$ cat src/rtl/supervisor_defines.svh
// Notes on behaviour
// RULE1: Undervoltage asserts both resets at once.
// RULE2: After undervoltage, hold reset one stretch period.
// RULE3: Manual reset low keeps reset asserted.
// RULE4: Manual reset release adds one stretch period.
// RULE5: Kick level stuck past timeout triggers reset.
// RULE6: Every kick edge restarts the watchdog.
// RULE7: Watchdog held cleared while reset asserted.
// RULE8: Watchdog expiry gives one stretched reset pulse.
// RULE9: Undriven kick input disables the watchdog.
// RULE10: Active-high reset always complements active-low.
// RULE11: Unused manual reset is tied high.
// RULE12: Host kicks well inside the timeout.
// RULE13: Digital undervoltage input; internal counter timebase.
`ifndef SUPERVISOR_DEFINES_SVH
`define SUPERVISOR_DEFINES_SVH

`define CLK_FREQ_MHZ      250
`define STRETCH_PERIOD_MS 200
`define STRETCH_MIN_MS    140
`define WDT_TIMEOUT_MS    1600
`define STRETCH_CYCLES    (`STRETCH_PERIOD_MS * 1000 * `CLK_FREQ_MHZ)
`define WDT_CYCLES        (`WDT_TIMEOUT_MS * 1000 * `CLK_FREQ_MHZ)
`define CNT_W             32
`define ST_IDLE           3'h1
`define ST_HOLD           3'h2
`define ST_STRETCH        3'h4
`define OUT_RST_VAL       1'b1

`endif

$ cat src/rtl/supervisor_pkg.sv
`include "supervisor_defines.svh"

package supervisor_pkg;
    typedef enum logic [2:0] {
        ST_IDLE    = `ST_IDLE,
        ST_HOLD    = `ST_HOLD,
        ST_STRETCH = `ST_STRETCH
    } stretch_state_e;
    typedef logic [`CNT_W-1:0] count_t;
endpackage

$ cat src/rtl/stretch_if.sv
`timescale 1ns/1ps

interface stretch_if;
    logic hold;
    logic active;
    modport requester (output hold, input active);
    modport stretcher (input hold, output active);
endinterface

$ cat src/rtl/reset_stretcher.sv
`timescale 1ns/1ps
`include "supervisor_defines.svh"

module reset_stretcher
    import supervisor_pkg::*;
#(
    parameter supervisor_pkg::count_t STRETCH_CYCLES = `CNT_W'(`STRETCH_CYCLES)
) (
    // Clock and reset
    input  wire logic ref_clk,
    input  wire logic sys_rst,
    input  wire logic clk_en,
    // Request and status
    stretch_if.stretcher sif
);
    import supervisor_pkg::*;

    stretch_state_e state;
    stretch_state_e next_state;
    count_t         cnt;
    count_t         next_cnt;

    wire logic cnt_done = (cnt == '0);

    // Any active source parks us in HOLD; release starts a full period
    always_comb begin
        next_state = state;
        next_cnt   = cnt;
        case (state)
            ST_IDLE: begin
                if (sif.hold) begin
                    next_state = ST_HOLD;
                end
            end
            ST_HOLD: begin
                if (!sif.hold) begin
                    next_state = ST_STRETCH; // RULE2 RULE4 RULE8
                    next_cnt   = STRETCH_CYCLES - 1'b1;
                end
            end
            ST_STRETCH: begin
                if (sif.hold) begin
                    next_state = ST_HOLD;
                end else if (cnt_done) begin
                    next_state = ST_IDLE;
                end else begin
                    next_cnt = cnt - 1'b1; // RULE13
                end
            end
            default: begin
                next_state = ST_HOLD;
            end
        endcase
    end

    // Reset lands in HOLD so outputs stretch after power-up too
    always_ff @(posedge ref_clk) begin
        if (sys_rst) begin
            state <= ST_HOLD;
            cnt   <= '0;
        end else if (clk_en) begin
            state <= next_state;
            cnt   <= next_cnt;
        end
    end

    assign sif.active = (state != ST_IDLE) || sif.hold;
endmodule

$ cat src/rtl/supervisor_watchdog_reset.sv
`timescale 1ns/1ps
`include "supervisor_defines.svh"

module supervisor_watchdog_reset
    import supervisor_pkg::*;
#(
    parameter supervisor_pkg::count_t STRETCH_CYCLES = `CNT_W'(`STRETCH_CYCLES),
    parameter supervisor_pkg::count_t WDT_CYCLES     = `CNT_W'(`WDT_CYCLES)
) (
    // Clock and reset
    input  wire logic ref_clk,
    input  wire logic sys_rst,
    input  wire logic clk_en,
    // Supervised pins
    input  wire logic undervoltage_in,
    input  wire logic manual_reset_n_in,
    input  wire logic watchdog_kick_in,
    input  wire logic watchdog_kick_driven_in,
    // Reset outputs
    output logic      reset_out,
    output logic      reset_n_out
);
    import supervisor_pkg::*;

    ////////////////////////////////////////////////////////////////////////////////
    // Pin synchronisers

    logic uv_s1;
    logic uv_s2;
    logic mr_n_s1;
    logic mr_n_s2;
    logic kick_s1;
    logic kick_s2;
    logic kick_s3;
    logic drv_s1;
    logic drv_s2;

    // Reset values favour asserting reset until real pin levels arrive
    always_ff @(posedge ref_clk) begin
        if (sys_rst) begin
            uv_s1   <= '1;
            uv_s2   <= '1;
            mr_n_s1 <= '0;
            mr_n_s2 <= '0;
            drv_s1  <= '0;
            drv_s2  <= '0;
        end else if (clk_en) begin
            uv_s1   <= undervoltage_in;
            uv_s2   <= uv_s1;
            mr_n_s1 <= manual_reset_n_in;
            mr_n_s2 <= mr_n_s1;
            drv_s1  <= watchdog_kick_driven_in;
            drv_s2  <= drv_s1;
        end
    end

    always_ff @(posedge ref_clk) begin
        if (sys_rst) begin
            kick_s1 <= '0;
            kick_s2 <= '0;
            kick_s3 <= '0;
        end else if (clk_en) begin
            kick_s1 <= watchdog_kick_in;
            kick_s2 <= kick_s1;
            kick_s3 <= kick_s2;
        end
    end

    ////////////////////////////////////////////////////////////////////////////////
    // Watchdog

    stretch_if sif ();

    count_t     wdt_count;
    count_t     next_wdt_count;
    wire logic  kick_edge  = kick_s2 ^ kick_s3; // RULE6
    // Armed from registered levels only: the stretcher's active flag feeds
    // back through wdt_expire and would close a combinational loop
    wire logic  wdt_armed  = drv_s2 && !reset_out && !uv_s2 && mr_n_s2; // RULE9 RULE7
    wire logic  wdt_at_end = (wdt_count == WDT_CYCLES - 1'b1);
    wire logic  wdt_expire = wdt_armed && !kick_edge && wdt_at_end; // RULE5
    wire logic  wdt_clear  = !wdt_armed || kick_edge || wdt_expire;

    assign next_wdt_count = wdt_clear ? '0 : wdt_count + 1'b1; // RULE6 RULE7

    always_ff @(posedge ref_clk) begin
        if (sys_rst) begin
            wdt_count <= '0;
        end else if (clk_en) begin
            wdt_count <= next_wdt_count;
        end
    end

    ////////////////////////////////////////////////////////////////////////////////
    // Reset combining and stretching

    // Comparator result is taken as already hysteretic; no filtering here
    wire logic mr_active = !mr_n_s2; // RULE3
    assign sif.hold = uv_s2 || mr_active || wdt_expire; // RULE1 RULE3 RULE8 RULE13

    reset_stretcher #(
        .STRETCH_CYCLES (STRETCH_CYCLES)
    ) u_stretcher (
        .ref_clk (ref_clk),
        .sys_rst (sys_rst),
        .clk_en  (clk_en),
        .sif     (sif)
    );

    // Both outputs come from one decision so they can never disagree
    always_ff @(posedge ref_clk) begin
        if (sys_rst) begin
            reset_out   <= `OUT_RST_VAL;
            reset_n_out <= ~`OUT_RST_VAL;
        end else if (clk_en) begin
            reset_out   <= sif.active; // RULE10
            reset_n_out <= ~sif.active; // RULE10
        end
    end
endmodule

$ cat config.mk
export PLATFORM = sky130hd
export DESIGN_NAME = supervisor_watchdog_reset
export DESIGN_NICKNAME = d
export VERILOG_FILES = /design/src/rtl/supervisor_pkg.sv /design/src/rtl/stretch_if.sv /design/src/rtl/reset_stretcher.sv /design/src/rtl/supervisor_watchdog_reset.sv
export VERILOG_INCLUDE_DIRS = /design/src /design/src/rtl
export SDC_FILE = /design/constraint.sdc
export NUM_CORES = 1
export LEC_CHECK = 0
export ABC_AREA = 1
export ABC_CLOCK_PERIOD_IN_PS = 3300
export BUFFER_PORTS_ARGS = -buffer_cell sky130_fd_sc_hd__buf_2
export CORE_MARGIN = 1.5
export CORE_UTILIZATION = 55
export DETAILED_ROUTE_END_ITERATION = 10
export PLACE_DENSITY = 0.71
export REMOVE_ABC_BUFFERS = 1
export SETUP_SLACK_MARGIN = 0.1
export SYNTH_ARGS = -nofsm -noshare
export SYNTH_HDL_FRONTEND = slang
export SYNTH_SLANG_ARGS = --single-unit
$ cat constraint.sdc
create_clock -name ref_clk -period 3.3 [get_ports ref_clk]
set_clock_uncertainty 0.05 [all_clocks]
set_input_delay 0 -clock ref_clk [delete_from_list [all_inputs] [get_ports ref_clk]]
set_output_delay 0 -clock ref_clk [all_outputs]
set_load 0.05 [all_outputs]
Word-level counts from Yosys, hierarchy flattened
Index checks and enable logic that the tools add are counted.
W data, S select, Z words.

word-level totals
  bits in latches = 0
  memory bits (writable) = 0
  memories kept = 0
  register bits after elaboration = 78
  bits in read-only memories = 0
  output and inout port bits = 2

operators by class
  reduce and logical (&&, ||, !) cells = 19
  shift operators = 0
  $lt $le $gt $ge = 0
  mux-type cells = 10
  divide/modulo/power cells = 0
  multiply operators = 0
  equal/unequal tests = 10
  add/subtract/negate cells = 2
  bitwise logic cells = 2

operators with widths
  operator                 count
  $mux W32                 4
  $pmux W32 S2             1
  $add A32 B1 Y32 const B  1
  $eq A32 B29 Y1 const B   1
  $logic_not A32 Y1        1
  $sub A32 B1 Y32 const B  1
  $mux W3                  4
  $pmux W3 S3              1
  $ne A2 B2 Y1 const B     3
  $ne A3 B1 Y1 const B     2
  $logic_and A1 B1 Y1      5
  $logic_not A1 Y1         5
  $logic_or A1 B1 Y1       5
  $reduce_and A5 Y1        1
  $reduce_and A4 Y1        1
  $eq A3 B1 Y1 const B     1
  $eq A3 B2 Y1 const B     1
  $eq A3 B3 Y1 const B     1
  $ne A2 B1 Y1 const B     1
  $reduce_bool A2 Y1       1
  $not A1 Y1               1
  $xor A1 B1 Y1            1

Depth between registers and ports, before layout
  depth in word-level cells = 9
  gate-level depth with buffers = 14
  mapped depth without buffers = 13

Cells and area by module
Synthesis repeated with hierarchy kept, for this count alone.

unflattened totals
  cell total of the unflattened synthesis = 708
  area, all modules = 4,614.4 sq um

by module, submodules not included
  module                     cells each  area each (sq um)  times used
  reset_stretcher            380         2,316.0            1
  supervisor_watchdog_reset  328         2,298.5            1

Worst setup path before layout
No wires, ideal clock.

  path kind = register to register
  from = register reset_out
  to = register u_stretcher.cnt[26]
  arrival time = 1.686 ns
  data required time = 3.180 ns
  cell stages (with the launch flop) = 12
  path slack = 1.493 ns
  period minus slack after synthesis = 1.807 ns
  buffers on the path = 1
  setup time = 0.070 ns
  cell sequence = dfxtp_1 inv_1 nand3_1 nor2_1 nand3_2 nand2_1 inv_1 nand2_1 nor2_2 buf_2 nand3_1 a21oi_1

on the way
  cells in the longest elaborated chain, start to end = 9
  elaborated cells on any way between the ends = 10
  classes of those cells = eq/ne (2); reduce/logical (8)

RTL lines
  what                                   line                              text
  start, declared                        supervisor_watchdog_reset.sv:20   output logic reset_out,
  start signal, assigned                 supervisor_watchdog_reset.sv:113  reset_out <= `OUT_RST_VAL;
  start signal, assigned                 supervisor_watchdog_reset.sv:116  reset_out <= sif.active;
  $logic_not A1 Y1 (*)                   supervisor_watchdog_reset.sv:79   wire logic wdt_armed = drv_s2 && !reset_out && !uv_s2 && mr_n_s2;
  $logic_and A1 B1 Y1 (*) (3 in series)  supervisor_watchdog_reset.sv:79
  $logic_and A1 B1 Y1 (*) (2 in series)  supervisor_watchdog_reset.sv:81   wire logic wdt_expire = wdt_armed && !kick_edge && wdt_at_end;
  $logic_or A1 B1 Y1 (*)                 supervisor_watchdog_reset.sv:99   assign sif.hold = uv_s2 || mr_active || wdt_expire;
  $ne A2 B2 Y1 (no line)                 --
  $reduce_and A5 Y1 (no line) (*)        --
  end signal, assigned                   reset_stretcher.sv:63             cnt <= next_cnt;
  end, declared                          reset_stretcher.sv:20             count_t cnt;

Every way passes the cells marked *; elsewhere a longest branch is shown, timed or not.
A chain may end at the register's enable or synchronous reset.

Worst setup path in the final report
  from = register u_stretcher.cnt[13]
  to = register u_stretcher.cnt[21]

on the way
  cells in the longest elaborated chain, start to end = 4
  elaborated cells on any way between the ends = 7
  classes of those cells = add/sub (1); eq/ne (1); mux (3); reduce/logical (2)

RTL lines
  what             line                   text
  $sub A32 B1 Y32  reset_stretcher.sv:47  next_cnt = cnt - 1'b1;
  $mux W32         reset_stretcher.sv:44  end else if (cnt_done) begin
  $mux W32         reset_stretcher.sv:42  if (sif.hold) begin
  $pmux W32 S2     reset_stretcher.sv:29  case (state)

Several ways; a longest one is shown, not always the timed one. The select of a mux whose other input is x is not followed.

==> results.md <==
* Met3 GRT Util at 0.04023
* Remaining routing DRC violations at 0
* Pin count of the biggest net entering global routing at 33
* Complex-gate fraction of the synthesized area at 0.08820
* Final Slew Violations at 0
* Total core area at roughly 0.0077 mm2
* Routed vias/inst at around 5.2
* DRT Pass-1 Iters at 5
* Max Cap Viol at 0
* Hold Crit Class: input pin to flip-flop
* Number of synthesized flops with an enable pin at 0
* Maximum vdd drop at 0.2636 mV
* Met2 Use GR at 0.4632
* Worst hold path cell count at 2
* Final instance area at ~0.0048 mm2
* CP Capture Type: flip-flop
* CTS clk-pin slew, worst paths at roughly 0.090 ns
* Layout area overhead at 8.423%
* Cell row count at 32
* LEAKAGE at between 0.002 and 0.0025 uW
* Diodes inserted at 0
* Chip height at slightly above 90 um
* Final period utilization at 0.6621
* Clock Sinks at between 70 and 80
* Post-synth top area share at 0.3539
* CP max FO at 30
* Htree depth at 3
* Number of DRC markers in iteration 0 at 197
* Power density cells at 451.5 mW/mm2
* Final hold viol count at 0
* Critical Path AT at 2.42 ns
* Setup tns final at 0 ns
* Die W at 92.56 um
* Initial Util at 0.5709
* Io pins at 9
* Worst Tran Pin Value at 0.7427 ns
* Synth Cell Area at 0.004412 mm2
* CTS resizes at 0
* Synth Area in XOR/XNOR at 0.03573
* Initial antenna violation count at 0
* Post-CTS setup buffers at 0
* CP Launch Type: flip-flop
* Total GRT Usage at 0.2547
* Most Used Layer, Global Route: met2
* Fin crit period at 2.185 ns
* Die ar. at around 0.0086 mm2
* Most common cell in the netlist: nand2_1
* Asr flop ratio synth at 0
* Critical-path cell list: nor2_1 -> nand2_1 -> nor2_1 -> nand4_1 -> nor3_2 -> nor2_2 -> inv_2 -> nand2_1 -> a21oi_1
* Fmax at 0.4577 GHz
* CP bufs+invs at 1
* DRT antenna net count at 0
* Yosys warns at 0
* Post-synthesis mux area share at 0
* Global-route wire length before repair at 17500 um
* Critical path required time at 3.54 ns
* Largest family of logic cells by synthesized area: simple AND/OR/NAND/NOR gates
* Placer Congestion at 0.9449
* CP max-delay cell: inv_2
* Seq/Total Area, Yosys at 0.3539
* Status: completed
* Post-Synth Adder-Cell Area at 0.005672
* Fraction of layout cells with a size suffix above 1 at 0.07064
* Drt wl/cell at 12.35 um
* Fin nets at 726
* Cell Area, Placed at 0.004521 mm2
* Placed wire-length estimate at 7233 um
* Dominant cell type by area after synthesis: dfxtp_1
* Vias in the first global route at approximately 4000
* Max incr delay on CP at 0.40 ns
* Top Registers: u_stretcher.cnt x32, wdt_count x32, u_stretcher.state x3
* GR Overflow Total at 0
* CP delay by family, top: simple AND/OR/NAND/NOR gates
* Syn Area/Cell at 6.249 um2
* Synthesized flop and latch total at 78
* Setup CP Type: flip-flop to flip-flop
* Reg2Reg Depth at 9
* RSZ-0062 raised after global routing: no
* # placed instances at 802
* Clock Latency Late Sink at 0.36 ns
* Final setup vio count at 0
* Post-synthesis simple-gate area fraction at 0.4274
* Crit path depth at 9
* Worst hold slack at 0.1050 ns
* Total CTS buffers at 9
* # port buffers at 8
* Wirelength, routed at 10170 um
* Synth Flop Type: dfxtp_1
* Final Non-Filler Cells at roughly 820
* Root Buffer: clkbuf_8
* Max Root-Sink Buffers at 2
* Met1 usage at 0.2886
* Largest cells by area after synthesis: dfxtp_1 (35%), nand2_1 (17%), nor2_1 (10%)
* Top post-synthesis cells by count: nand2_1 (195), nor2_1 (123), inv_1 (80)
* Post-Synthesis Cells at 706
* CTS tree: built
* Rel. slew slack at 0.5043
* Unique masters post-synth at 33
* Vias post-DR at 4319
## routing by layer
layer  share of wire  wire length, um
met1            0.44             4476
met2            0.50             5050
met4           0.025              259
met5               0                0
met3           0.038              387
## logic make-up after synthesis
kind of cell / Yosys count
AOI/OAI and AO/OA: 75
DFF: 78
adders and majority gates: 2
buffers and inverters: 100
xor gates and xnor gates: 18
and+or+nand+nor: 433
## stage by stage
| stage | util | setup WS (ns) | power (uW) |
|---|---|---|---|
| finish | 0.6190 | 1.115 | 2160 |
| global route | 0.6190 | 0.8827 | 2279 |
| CTS | 0.6190 | 1.139 | 2178 |
| detailed placement | 0.5850 | 1.171 | 1428 |
| global placement | 0.5850 | 1.260 | 1419 |
| floorplan | - | 0.7902 | 1331 |
## cell type report
type / count / area [um2]
fill: 759 / 2944
multi-input combinational: 528 / 2457
sequential: 78 / 1562
inverter: 83 / 311.5
tap: 102 / 127.6
clock buffer: 9 / 123.9
timing repair buffer: 17 / 122.6
clock inverter: 7 / 78.83
## report_power, final
| part | internal, uW | switching (uW) | leakage, uW |
|---|---|---|---|
| Sequential | 973 | 26.9 | 0.000632 |
| Clock | 358 | 382 | 0.0000982 |
| Combinational | 150 | 269 | 0.00137 |
## cell usage in the layout (no fill, tap or decap), types with 3 or more instances in the layout
master	n
nand2_1	195
nor2_1	123
inv_1	80
dfxtp_1	78
nand3_1	45
a21oi_1	44
o21ai_0	24
nand4_1	19
nor3_1	17
xor2_1	14
clkbuf_8	9
or2_2	8
buf_2	8
nor4_1	6
dlygate4sd3_1	6
nor3b_1	5
nor2_4	4
xnor2_1	4
inv_2	3
nor2_2	3
buf_4	3
## worst paths after layout
path	start	to	slack [ns]
hold / removal	sys_rst	u_stretcher.cnt[5]	0.10
setup / recovery	u_stretcher.cnt[13]	u_stretcher.cnt[21]	1.12
setup reg to reg	u_stretcher.cnt[13]	u_stretcher.cnt[21]	1.12
hold reg to reg	uv_s1	uv_s1	0.42
## timing repair
item	in CTS	in global routing
hold buffers	6	0
setup endpoints to repair	0	0
endpoints found under the hold margin	6	0
No activity file was read; power rests on OpenSTA's default activity.
